**config.mk**
```make
export PLATFORM = sky130hd
export DESIGN_NAME = wave_shutdown_steering
export DESIGN_NICKNAME = d
export VERILOG_FILES = /design/src/rtl/wss_pkg.sv /design/src/rtl/wave_shutdown_steering.sv /design/src/rtl/dead_band_timer.sv
export SDC_FILE = /design/constraint.sdc
export NUM_CORES = 1
export LEC_CHECK = 0
export BUFFER_PORTS_ARGS = -buffer_cell sky130_fd_sc_hd__clkbuf_2
export CORE_ASPECT_RATIO = 1.4
export CORE_UTILIZATION = 54
export CTS_CLUSTER_DIAMETER = 150
export DETAILED_ROUTE_END_ITERATION = 8
export PLACE_DENSITY = 0.84
export SYNTH_ARGS = -nofsm -noshare
export SYNTH_HDL_FRONTEND = slang
export SYNTH_SLANG_ARGS = --single-unit
```
**constraint.sdc**
```tcl
create_clock -name aclk -period 2.2 [get_ports aclk]
set_input_delay 0 -clock aclk [delete_from_list [all_inputs] [get_ports aclk]]
set_output_delay 0 -clock aclk [all_outputs]
set_load 0.03 [all_outputs]
```
**src/rtl/wss_pkg.sv**
```systemverilog
// Purpose: shared constants and types of the shutdown and steering stage
// Assumes: AXI4-Lite with 32-bit data, registers at byte address 4*index
// Notes:   register indices are word indices, not byte addresses
package wss_pkg;
   // bus geometry
   localparam int ADDR_W = 16;
   localparam int IDX_W = 14;
   localparam logic [1:0] RESP_OKAY = 2'h0;
   localparam logic [1:0] RESP_SLVERR = 2'h2;

   // register indices
   localparam logic [IDX_W-1:0] IDX_DBR = 14'h060E;
   localparam logic [IDX_W-1:0] IDX_DBF = 14'h060F;
   localparam logic [IDX_W-1:0] IDX_CTRL = 14'h0610;
   localparam logic [IDX_W-1:0] IDX_POL = 14'h0611;
   localparam logic [IDX_W-1:0] IDX_AS0 = 14'h0612;
   localparam logic [IDX_W-1:0] IDX_AS1 = 14'h0613;
   localparam logic [IDX_W-1:0] IDX_STR = 14'h0614;
   localparam logic [IDX_W-1:0] IDX_IST = 14'h0618;
   localparam logic [IDX_W-1:0] IDX_IMSK = 14'h0619;

   // field positions
   localparam int EN_BIT = 7;
   localparam int IN_BIT = 5;
   localparam int IRQ_ENTER = 0;
   localparam int IRQ_RESUME = 1;
   localparam int DB_W = 6;

   // reset values
   localparam logic [7:0] AS0_RST = 8'h14;
   localparam logic [6:0] AS1_RST = 7'h00;
   localparam logic [7:0] STR_RST = 8'h00;
   localparam logic [7:0] CTRL_RST = 8'h00;
   localparam logic [3:0] POL_RST = 4'h0;
   localparam logic [DB_W-1:0] DB_RST = 6'h00;

   // shutdown level codes and mode codes
   localparam logic [1:0] LVL_HIGH = 2'h3;
   localparam logic [1:0] LVL_LOW = 2'h2;
   localparam logic [1:0] LVL_HIZ = 2'h1;
   localparam logic [1:0] LVL_INACT = 2'h0;
   localparam logic [2:0] MODE_ASYNC = 3'h0;
   localparam logic [2:0] MODE_SYNC = 3'h1;

   // sources that shut down on a low level: logic cell, comparators, pin
   localparam logic [6:0] SRC_ACT_LOW = 7'h71;

   // shutdown control and status byte
   typedef struct packed {
      logic shutdown;
      logic restart_en;
      logic [1:0] pair_bd_shutdown_level;
      logic [1:0] pair_ac_shutdown_level;
      logic [1:0] unused;
   } sd_ctl_t;

   // shutdown source inputs, msb first
   typedef struct packed {
      logic logic_cell_result;
      logic comparator_two_result;
      logic comparator_one_result;
      logic timer_c_postscaled_tick;
      logic timer_b_postscaled_tick;
      logic timer_a_postscaled_tick;
      logic shutdown_pin_select;
   } sd_src_t;
endpackage : wss_pkg

```
**src/rtl/wave_shutdown_steering.sv**
```systemverilog
// Purpose: auto-shutdown and output steering of a four-output generator
// Assumes: one 40 MHz clock; all wave and source inputs are asynchronous
// Notes:   bridge and push-pull modes drive the inactive level only
//
// Implementation choice: register access over AXI4-Lite.
`timescale 1ns/1ps
module wave_shutdown_steering (
   // clock and reset
   input wire logic aclk,
   input wire logic aresetn,
   // axi4-lite write address and data
   input wire logic awvalid,
   output logic awready,
   input wire logic [wss_pkg::ADDR_W-1:0] awaddr,
   input wire logic wvalid,
   output logic wready,
   input wire logic [31:0] wdata,
   input wire logic [3:0] wstrb,
   // axi4-lite write response
   output logic bvalid,
   input wire logic bready,
   output logic [1:0] bresp,
   // axi4-lite read
   input wire logic arvalid,
   output logic arready,
   input wire logic [wss_pkg::ADDR_W-1:0] araddr,
   output logic rvalid,
   input wire logic rready,
   output logic [31:0] rdata,
   output logic [1:0] rresp,
   // waveform and shutdown sources
   input wire logic data_wave,
   input wire wss_pkg::sd_src_t shutdown_sources,
   // output pins with enables
   output logic wave_out_a,
   output logic wave_out_b,
   output logic wave_out_c,
   output logic wave_out_d,
   output logic [3:0] wave_oe,
   // interrupt
   output logic irq
);
   // register state
   wss_pkg::sd_ctl_t as0_q;
   logic [6:0] src_en_q;
   logic [7:0] str_q;
   logic [7:0] ctrl_q;
   logic [3:0] pol_q;
   logic [wss_pkg::DB_W-1:0] dbr_q;
   logic [wss_pkg::DB_W-1:0] dbf_q;
   logic [1:0] ist_q;
   logic [1:0] imsk_q;

   // bus state
   logic aw_hold_q;
   logic w_hold_q;
   logic [wss_pkg::IDX_W-1:0] wr_idx_q;
   logic [31:0] wdata_q;
   logic wstrb0_q;

   // synchronised inputs
   logic [7:0] in_m_q;
   logic [7:0] in_s_q;
   logic data_s;
   logic data_prev_q;
   logic data_rise;
   logic [6:0] src_s;

   // shutdown and output state
   logic shutdown_d;
   logic hold_q;
   logic hold_d;
   logic src_active;
   logic [3:0] steer_act_q;
   logic [3:0] out_q;
   logic [3:0] oe_q;
   logic [1:0] db_busy;
   logic en;
   logic [2:0] mode;
   logic steer_mode;
   logic [3:0][1:0] lvl_of;

   // write strobes
   logic wr_fire;
   logic wr_ok;
   logic as0_wr;
   logic [1:0] ist_ev;

   assign en = ctrl_q[wss_pkg::EN_BIT];
   assign mode = ctrl_q[2:0];
   assign steer_mode = (mode[2:1] == 2'h0);

   // two-flop synchroniser for the data wave and all seven sources
   always_ff @(posedge aclk) begin
      if (!aresetn) begin
         in_m_q <= 8'h00;
         in_s_q <= 8'h00;
         data_prev_q <= 1'b0;
      end else begin
         in_m_q <= {data_wave, shutdown_sources};
         in_s_q <= in_m_q;
         data_prev_q <= in_s_q[7];
      end
   end

   assign data_s = in_s_q[7];
   assign src_s = in_s_q[6:0];
   assign data_rise = data_s & ~data_prev_q;

   // active-low sources are flipped so every hit is a one
   assign src_active = |((src_s ^ wss_pkg::SRC_ACT_LOW) & src_en_q);

   // write channel: address and data taken in either order
   assign wr_fire = aw_hold_q & w_hold_q & ~bvalid;
   assign wr_ok = wr_fire & wstrb0_q;
   assign as0_wr = wr_ok & (wr_idx_q == wss_pkg::IDX_AS0);

   always_ff @(posedge aclk) begin
      if (!aresetn) begin
         aw_hold_q <= 1'b0;
         w_hold_q <= 1'b0;
         awready <= 1'b1;
         wready <= 1'b1;
         wr_idx_q <= '0;
         wdata_q <= 32'h0000_0000;
         wstrb0_q <= 1'b0;
         bvalid <= 1'b0;
         bresp <= wss_pkg::RESP_OKAY;
      end else begin
         if (awvalid && awready) begin
            aw_hold_q <= 1'b1;
            awready <= 1'b0;
            wr_idx_q <= awaddr[wss_pkg::ADDR_W-1:2];
         end
         if (wvalid && wready) begin
            w_hold_q <= 1'b1;
            wready <= 1'b0;
            wdata_q <= wdata;
            wstrb0_q <= wstrb[0];
         end
         if (wr_fire) begin
            aw_hold_q <= 1'b0;
            w_hold_q <= 1'b0;
            bvalid <= 1'b1;
            bresp <= idx_mapped(wr_idx_q) ? wss_pkg::RESP_OKAY
                                          : wss_pkg::RESP_SLVERR;
         end
         if (bvalid && bready) begin
            bvalid <= 1'b0;
            awready <= 1'b1;
            wready <= 1'b1;
         end
      end
   end

   // decode of the mapped word indices
   function automatic logic idx_mapped(
      input logic [wss_pkg::IDX_W-1:0] idx);
      idx_mapped = (idx == wss_pkg::IDX_DBR) || (idx == wss_pkg::IDX_DBF)
         || (idx == wss_pkg::IDX_CTRL) || (idx == wss_pkg::IDX_POL)
         || (idx == wss_pkg::IDX_AS0) || (idx == wss_pkg::IDX_AS1)
         || (idx == wss_pkg::IDX_STR) || (idx == wss_pkg::IDX_IST)
         || (idx == wss_pkg::IDX_IMSK);
   endfunction : idx_mapped

   // plain configuration registers; writes accepted whatever the enable
   always_ff @(posedge aclk) begin
      if (!aresetn) begin
         src_en_q <= wss_pkg::AS1_RST;
         str_q <= wss_pkg::STR_RST;
         ctrl_q <= wss_pkg::CTRL_RST;
         pol_q <= wss_pkg::POL_RST;
         dbr_q <= wss_pkg::DB_RST;
         dbf_q <= wss_pkg::DB_RST;
         imsk_q <= 2'h0;
      end else if (wr_ok) begin
         if (wr_idx_q == wss_pkg::IDX_AS1) begin
            src_en_q <= wdata_q[6:0];
         end else if (wr_idx_q == wss_pkg::IDX_STR) begin
            str_q <= wdata_q[7:0];
         end else if (wr_idx_q == wss_pkg::IDX_CTRL) begin
            ctrl_q <= {wdata_q[7], 4'h0, wdata_q[2:0]};
         end else if (wr_idx_q == wss_pkg::IDX_POL) begin
            pol_q <= wdata_q[3:0];
         end else if (wr_idx_q == wss_pkg::IDX_DBR) begin
            dbr_q <= wdata_q[wss_pkg::DB_W-1:0];
         end else if (wr_idx_q == wss_pkg::IDX_DBF) begin
            dbf_q <= wdata_q[wss_pkg::DB_W-1:0];
         end else if (wr_idx_q == wss_pkg::IDX_IMSK) begin
            imsk_q <= wdata_q[1:0];
         end
      end
   end

   // shutdown flag: a live source always wins over a software clear
   always_comb begin
      if (src_active) begin
         shutdown_d = 1'b1;
      end else if (as0_wr) begin
         shutdown_d = wdata_q[7];
      end else if (as0_q.restart_en) begin
         shutdown_d = 1'b0;
      end else begin
         shutdown_d = as0_q.shutdown;
      end
   end

   // outputs leave shutdown only on a data rising edge after the clear
   assign hold_d = shutdown_d | (hold_q & ~data_rise);

   always_ff @(posedge aclk) begin
      if (!aresetn) begin
         as0_q <= wss_pkg::AS0_RST;
         hold_q <= 1'b0;
      end else begin
         as0_q.shutdown <= shutdown_d;
         hold_q <= hold_d;
         if (as0_wr) begin
            as0_q.restart_en <= wdata_q[6];
            as0_q.pair_bd_shutdown_level <= wdata_q[5:4];
            as0_q.pair_ac_shutdown_level <= wdata_q[3:2];
         end
      end
   end

   // one dead-band timer per pair, started as shutdown takes hold
   dead_band_timer u_db_ac (
      .aclk(aclk),
      .aresetn(aresetn),
      .start(hold_d & ~hold_q),
      .count(dbf_q),
      .busy(db_busy[0])
   );

   dead_band_timer u_db_bd (
      .aclk(aclk),
      .aresetn(aresetn),
      .start(hold_d & ~hold_q),
      .count(dbr_q),
      .busy(db_busy[1])
   );

   // steering enables: direct in async mode, reloaded per data edge in
   // sync mode so a change never cuts a pulse short
   always_ff @(posedge aclk) begin
      if (!aresetn) begin
         steer_act_q <= 4'h0;
      end else if (mode != wss_pkg::MODE_SYNC) begin
         steer_act_q <= str_q[3:0];
      end else if (data_rise) begin
         steer_act_q <= str_q[3:0];
      end
   end

   // shutdown code per output: a and c share one code, b and d the other
   assign lvl_of = {as0_q.pair_bd_shutdown_level,
                    as0_q.pair_ac_shutdown_level,
                    as0_q.pair_bd_shutdown_level,
                    as0_q.pair_ac_shutdown_level};

   // output stage: shutdown first, then disable, then steering
   always_ff @(posedge aclk) begin
      if (!aresetn) begin
         out_q <= 4'h0;
         oe_q <= 4'hF;
      end else begin
         for (int i = 0; i < 4; i++) begin
            if (hold_q) begin
               if (lvl_of[i] == wss_pkg::LVL_HIGH) begin
                  out_q[i] <= 1'b1;
                  oe_q[i] <= 1'b1;
               end else if (lvl_of[i] == wss_pkg::LVL_LOW) begin
                  out_q[i] <= 1'b0;
                  oe_q[i] <= 1'b1;
               end else if (lvl_of[i] == wss_pkg::LVL_HIZ) begin
                  oe_q[i] <= 1'b0;
               end else if (!db_busy[i%2]) begin
                  out_q[i] <= pol_q[i];
                  oe_q[i] <= 1'b1;
               end
            end else if (!en) begin
               out_q[i] <= pol_q[i];
               oe_q[i] <= 1'b1;
            end else if (steer_mode) begin
               oe_q[i] <= 1'b1;
               if (steer_act_q[i]) begin
                  out_q[i] <= data_s ^ pol_q[i];
               end else begin
                  out_q[i] <= str_q[4+i];
               end
            end else begin
               out_q[i] <= pol_q[i];
               oe_q[i] <= 1'b1;
            end
         end
      end
   end

   assign wave_out_a = out_q[0];
   assign wave_out_b = out_q[1];
   assign wave_out_c = out_q[2];
   assign wave_out_d = out_q[3];
   assign wave_oe = oe_q;

   // interrupt: shutdown entry and resume events, write one to clear
   assign ist_ev[wss_pkg::IRQ_ENTER] = hold_d & ~hold_q;
   assign ist_ev[wss_pkg::IRQ_RESUME] = ~hold_d & hold_q;

   always_ff @(posedge aclk) begin
      if (!aresetn) begin
         ist_q <= 2'h0;
         irq <= 1'b0;
      end else begin
         if (wr_ok && (wr_idx_q == wss_pkg::IDX_IST)) begin
            ist_q <= (ist_q & ~wdata_q[1:0]) | ist_ev;
         end else begin
            ist_q <= ist_q | ist_ev;
         end
         irq <= |(ist_q & imsk_q);
      end
   end

   // read channel: one word per request, data registered
   always_ff @(posedge aclk) begin
      if (!aresetn) begin
         arready <= 1'b1;
         rvalid <= 1'b0;
         rdata <= 32'h0000_0000;
         rresp <= wss_pkg::RESP_OKAY;
      end else if (arvalid && arready) begin
         arready <= 1'b0;
         rvalid <= 1'b1;
         rresp <= idx_mapped(araddr[wss_pkg::ADDR_W-1:2])
                  ? wss_pkg::RESP_OKAY : wss_pkg::RESP_SLVERR;
         rdata <= {24'h00_0000, rd_byte(araddr[wss_pkg::ADDR_W-1:2])};
      end else if (rvalid && rready) begin
         rvalid <= 1'b0;
         arready <= 1'b1;
      end
   end

   // read data per index; unmapped reads as zero
   function automatic logic [7:0] rd_byte(
      input logic [wss_pkg::IDX_W-1:0] idx);
      if (idx == wss_pkg::IDX_AS0) begin
         rd_byte = as0_q;
      end else if (idx == wss_pkg::IDX_AS1) begin
         rd_byte = {1'b0, src_en_q};
      end else if (idx == wss_pkg::IDX_STR) begin
         rd_byte = str_q;
      end else if (idx == wss_pkg::IDX_CTRL) begin
         rd_byte = ctrl_q;
      end else if (idx == wss_pkg::IDX_POL) begin
         rd_byte = {2'h0, data_s, 1'b0, pol_q};
      end else if (idx == wss_pkg::IDX_DBR) begin
         rd_byte = {2'h0, dbr_q};
      end else if (idx == wss_pkg::IDX_DBF) begin
         rd_byte = {2'h0, dbf_q};
      end else if (idx == wss_pkg::IDX_IST) begin
         rd_byte = {6'h00, ist_q};
      end else if (idx == wss_pkg::IDX_IMSK) begin
         rd_byte = {6'h00, imsk_q};
      end else begin
         rd_byte = 8'h00;
      end
   endfunction : rd_byte
endmodule : wave_shutdown_steering

```
**src/rtl/dead_band_timer.sv**
```systemverilog
// Purpose: dead-band interval timer for one output pair
// Assumes: start is a one-cycle pulse on aclk
// Notes:   busy stays high exactly count cycles; a zero count bypasses
`timescale 1ns/1ps
module dead_band_timer (
   // clock and reset
   input wire logic aclk,
   input wire logic aresetn,
   // control
   input wire logic start,
   input wire logic [wss_pkg::DB_W-1:0] count,
   output logic busy
);
   logic [wss_pkg::DB_W-1:0] cnt_q;

   // load on start, count down while busy
   always_ff @(posedge aclk) begin
      if (!aresetn) begin
         cnt_q <= wss_pkg::DB_RST;
         busy <= 1'b0;
      end else if (start) begin
         cnt_q <= count;
         busy <= (count != wss_pkg::DB_RST);
      end else if (busy) begin
         cnt_q <= cnt_q - 6'h01;
         busy <= (cnt_q > 6'h01);
      end
   end
endmodule : dead_band_timer

```
======== Yosys cells after proc, flatten, opt, wreduce, memory -nomap -nowiden ========
Cells that the tools add are included.
W data, S select, Z words.
word-level totals
  register bits after elaboration ......... 130
  input bits .............................. 83
  output and inout bits ................... 50
  word-level logic and storage cells ...... 215
cells by class
  $add $sub $neg .......................... 2
  order comparisons ....................... 2
  eq/ne operators ......................... 31
  multiplexer cells ....................... 65
  bitwise logic cells ..................... 32
  reduce and logical (&&, ||, !) cells .... 44
operators by type and width
  cell                    count
  $eq A14 B11 Y1 const B  18
  $mux W1                 47
  $mux W6                 7
  $mux W8                 4
  $logic_or A1 B1 Y1      16
  $ne A4 B4 Y1 const B    4
  $gt A6 B1 Y1 const B    2
  $not A1 Y1              12
  $reduce_bool A6 Y1      2
  $sub A6 B1 Y6 const B   2
  $mux W2                 5
  $and A1 B1 Y1           8
  $eq A2 B2 Y1 const B    4
  $mux W4                 2
  $reduce_and A8 Y1       1
  $reduce_bool A2 Y1      4
  $reduce_or A4 Y1        2
  $and A7 B7 Y7           1
  $reduce_and A7 Y1       1
  $reduce_or A7 Y1        1
  $logic_and A1 B1 Y1     6
  $reduce_and A2 Y1       3
  $reduce_and A6 Y1       1
  $reduce_or A2 Y1        3
  13 further kinds        20

======== Depth between registers and ports, before layout ========
  word-level depth ........................ 11
  mapped depth ............................ 7
  mapped depth without buffers ............ 7

======== Cells and area by module ========
Synthesis repeated with hierarchy kept, for this count alone.
second synthesis, totals
  cell total of the unflattened synthesis .. 700
  area total of the unflattened synthesis .. 6228.5 um2
by module, submodules not included
  module                  instances  cells each  area each (um2)  sequential area each (um2)
  wave_shutdown_steering  1          608         5442.7           2282.2
  dead_band_timer         2          46          392.9            140.1

======== Worst setup path after synthesis ========
Ideal clock, no wire load.
  path type ............................... reg-to-reg
  start point ............................. register bvalid
  end point ............................... register u_db_bd.busy
  setup time .............................. 0.072 ns
  data arrival time ....................... 1.778 ns
  data required time ...................... 2.128 ns
  setup slack ............................. 0.351 ns
  stages on the path, launching flop included .. 7
  buffers on the path ..................... 1
  clock period less this slack ............ 1.849 ns
  cells stage by stage .................... dfxtp_1 > and4b_1 > and2b_1 > nand4_4 > a31oi_4 > buf_12 > mux2i_1
on the way
  word-level cells in the longest chain between the ends .. 9
ends and longest elaborated chain
  item                    RTL line                       source
  from (decl)             wave_shutdown_steering.sv:20   output logic bvalid,
  from (signal assigned)  wave_shutdown_steering.sv:127  bvalid <= 1'b0;
  from (signal assigned)  wave_shutdown_steering.sv:144  bvalid <= 1'b1;
  from (signal assigned)  wave_shutdown_steering.sv:149  bvalid <= 1'b0;
  $not A1 Y1              wave_shutdown_steering.sv:114  assign wr_fire = aw_hold_q & w_hold_q & ~bvalid;
  $and A1 B1 Y1           wave_shutdown_steering.sv:114
  $and A1 B1 Y1           wave_shutdown_steering.sv:115  assign wr_ok = wr_fire & wstrb0_q;
  $and A1 B1 Y1           wave_shutdown_steering.sv:116  assign as0_wr = wr_ok & (wr_idx_q == wss_pkg::IDX_AS0);
  $mux W1                 wave_shutdown_steering.sv:199  end else if (as0_wr) begin
  $mux W1                 wave_shutdown_steering.sv:197  if (src_active) begin
  $or A1 B1 Y1            wave_shutdown_steering.sv:209  assign hold_d = shutdown_d | (hold_q & ~data_rise);
  $and A1 B1 Y1           wave_shutdown_steering.sv:238  .start(hold_d & ~hold_q),
  $mux W1                 dead_band_timer.sv:21          end else if (start) begin
  to (signal assigned)    dead_band_timer.sv:23          busy <= (count != wss_pkg::DB_RST);
  to (signal assigned)    dead_band_timer.sv:26          busy <= (cnt_q > 6'h01);
  to (decl)               dead_band_timer.sv:12          output logic busy
No other way between the ends.
A chain may end at the register's enable or synchronous reset.

======== Final worst setup path ========
  start point ............................. register bvalid
  end point ............................... register u_db_ac.cnt_q[4] in the netlist's numbering
on the way
  word-level cells in the longest chain between the ends .. 9
  elaborated cells between the ends (all ways) .. 10
  classes of those cells .................. mux: 3; bitwise: 6; reduce/logical: 1
ends and longest elaborated chain
  item                                           RTL line                       source
  $not A1 Y1 (*)                                 wave_shutdown_steering.sv:114
  $and A1 B1 Y1 (*)                              wave_shutdown_steering.sv:114
  $and A1 B1 Y1 (*)                              wave_shutdown_steering.sv:115
  $and A1 B1 Y1 (*)                              wave_shutdown_steering.sv:116
  $mux W1 (*)                                    wave_shutdown_steering.sv:199
  $mux W1 (*)                                    wave_shutdown_steering.sv:197
  $or A1 B1 Y1 (*)                               wave_shutdown_steering.sv:209
  $and A1 B1 Y1 (*)                              wave_shutdown_steering.sv:230  .start(hold_d & ~hold_q),
  $mux W6 or $reduce_bool A2 Y1 (tied branches)  n/a
  to (signal assigned)                           dead_band_timer.sv:19          cnt_q <= wss_pkg::DB_RST;
  to (signal assigned)                           dead_band_timer.sv:22          cnt_q <= count;
  to (signal assigned)                           dead_band_timer.sv:25          cnt_q <= cnt_q - 6'h01;
  to (decl)                                      dead_band_timer.sv:14          logic [wss_pkg::DB_W-1:0] cnt_q;
Mark *: on every way between the ends. The rest lies on a longest branch, timed or not.

==> results.ini <==
[setup_path]
end_kind = flip-flop
r2r_start = bvalid
critPathMaxStageDelay_ns = 0.37
path_buf_inv = 1
r2r_cells = 6
r2r_end = u_db_ac.cnt_q[4]
crit_type = flip-flop to flip-flop
r2r_slack_ns = 0.29
start_kind = flip-flop
critPathSlowestCell = and4b_1
cp.required_ns = 2.54
cp_max_fo = 15
cp_cell_sequence = and4b_1 -> and2b_1 -> nand4_4 -> a31oi_4 -> buf_4 -> mux2i_1
crit_arrival_ns = 2.25
path_delay_family = simple AND/OR/NAND/NOR gates

[route]
ant_nets = 0
drc = 0
post_drt_wl_per_cell_microns = 16.3
vias_per_cell = 5.60
initialDrtViolationCount = 348
wirelength_microns = 15300
drt_pass1_iterations = 5
vias = 5270

[cells_and_area]
final_cell_mix = 128 x dfxtp_1, 98 x nand2_1, 75 x nor2_1, 75 x clkbuf_2, 62 x mux2i_1
syn_to_final_growth_pct = 21.8
layout.nets = 874
drive_above_1_share = 0.159
final_util = 0.675
final_common_cell = dfxtp_1
antenna_cells = 0

[place]
gp_congestion = 0.918
hpwl_microns = 10600
portBuffers = 75

[flow_run]
cap_violations = 0

[sta]
fmax_ghz = 0.523
rsz0062_at_grt = false
maxSlewHeadroom = 0.568
tightest_slew_ns = 0.639
slew_viol_final = 0
finClkSkew_ns = 0.00955
setup_viol = 0
finalHoldViolCount = 0
period_share = 0.870
min_period_ns = 1.91
fin_setup_tns_ns = 0

[pwr]
p_per_area_nw_per_um2 = 793
power.total_mw = 5.78
leakage_nw = 3.07
ir_worst_vdd_v = 0.000581

[grt]
antenna_found_initial = 0
grt_use_total = 0.277
overflow = 0
grt_pass1_wl_microns = 25100
grt_pass1_vias = 5270
grt_max_degree = 45

[clock_tree]
numCtsBuffers = 17
cts_tree = built
post_cts_resized = 0
cts_sinks = 128
clkSlewWorstSetupHoldPaths_ns = 0.06
clockRootBuffer = clkbuf_16
clk_latency_ns = 0.42
clockBufferDepth = 2
h-tree-depth = 4

[status]
status = complete, no violations

[logic_synthesis]
synthesis.area_sq_um = 5990
synth_edf_count = 0
ys_seq_area_frac = 0.428
synth.avg_cell_area_sq_um = 8.64
async_reset_ff_frac = 0
ys_ff_latch = 128
netlist_instances = 693
synth_cell_type_count = 66
yosysWarnings = 0
ys.flop_type = dfxtp_1

[hold_path]
hold_depth = 4
min-delay-start = araddr[6]
hp-class = primary input to flip-flop
holdPathEnd = rresp[1]

[floorplan]
core_sq_um = 10800
num_rows = 45
dieWidth_microns = 91.0
fp.dieArea_sq_um = 11500
boundaryPins = 133
die_h_microns = 127
initial_utilization = 0.554

where the power goes:
group	switching [mW]	internal (mW)
sequential	0.0602	2.37
clock	1.07	1.87
combinational	0.255	0.154
area by class of cell:
type | count | area (sq um)
clock buffer | 19 | 453
clock inverter | 13 | 174
fill | 862 | 3520
inverter | 18 | 67.6
multi-input combinational | 505 | 3060
sequential | 128 | 2560
tap | 141 | 176
timing repair buffer | 117 | 796
registers in the layout, indices dropped and copies added, names as in the netlist, 2 cells and up:
| signal | flops |
|---|---|
| ctrl_q | 4 |
| u_db_bd.cnt_q | 6 |
| dbf_q | 6 |
| str_q | 8 |
| out_q | 4 |
| wdata_q | 8 |
| pol_q | 4 |
| ist_q | 2 |
| src_en_q | 7 |
| rdata | 8 |
| as0_q | 6 |
| wr_idx_q | 14 |
| in_s_q | 8 |
| imsk_q | 2 |
| u_db_ac.cnt_q | 6 |
| steer_act_q | 4 |
| dbr_q | 6 |
| in_m_q | 8 |
| wave_oe | 2 |
layer usage:
| layer | global-route usage | vias to the layer above | wire length, microns |
|---|---|---|---|
| met1 | 0.298 | 2481 | 5950 |
| met3 | 0.0582 | 57 | 777 |
| met5 | 0 | - | 0 |
| met4 | 0.163 | 0 | 789 |
| met2 | 0.498 | 189 | 7790 |
| li1 | - | 2543 | - |
synthesized netlist by cell type (all sizes together), types with 5 or more instances:
cell	n	area [sq um]
a2111o	5	56.3
a211oi	7	52.6
a21oi	52	260
and2	23	144
buf	37	275
clkbuf	30	114
dfxtp	128	2560
inv	18	67.6
mux2i	62	621
nand2	98	368
nand2b	9	56.3
nand3	13	65.1
nand4	5	58.8
nor2	75	282
nor2b	5	31.3
nor3	12	71.3
nor4	6	50.0
nor4b	5	50.0
o21ai	28	144
o22ai	5	31.3
xor2	6	52.6
cell families after synthesis:
kind of cell               after synthesis  synth area share
and+or+nand+nor                        277             0.235
xor gates and xnor gates                10            0.0146
buffers and inverters                   85            0.0762
DFF                                    128             0.428
other                                    1          0.000626
muxes                                   63             0.105
adders and majority gates                4           0.00836
AOI/OAI and AO/OA                      125             0.132
worst max-delay path by stage:
stage	startpoint	endpoint	slack, ns	cells past startpoint
finish	bvalid	u_db_ac.cnt_q[4]	0.29	6
floorplan	bvalid	u_db_bd.busy	0.35	6
global placement	wr_idx_q[11]	u_db_ac.cnt_q[1]	0.40	6
detailed placement	wr_idx_q[11]	u_db_bd.cnt_q[3]	0.29	6
CTS	bvalid	u_db_ac.cnt_q[4]	0.28	6
global route	wr_idx_q[2]	src_en_q[0]	0.14	4
timing repair:
item | 4_1_cts | 5_1_grt
endpoints found under the setup margin | 0 | 0
hold buffers | 37 | 0
buffers inserted | 0 | 0
endpoints found under the hold margin | 36 | 0
tightest hold or removal path: stages:
cell and delay, ns:
clkbuf_2 0.16, o21ai_0 0.10, nand2_1 0.07, a21oi_1 0.05
metrics by stage:
stage          area, sq um  hold WS (ns)  cells  setup WS [ns]
3_5_place_dp          6300         0.211    872          0.292
2_1_floorplan         6080         0.100    718          0.351
5_1_grt               7290        0.0464    941          0.141
3_3_place_gp          6300         0.208    872          0.395
4_1_cts               7290      0.000782    941          0.278
6_report              7290        0.0193    941          0.286
No activity file was read; power rests on OpenSTA's default activity.
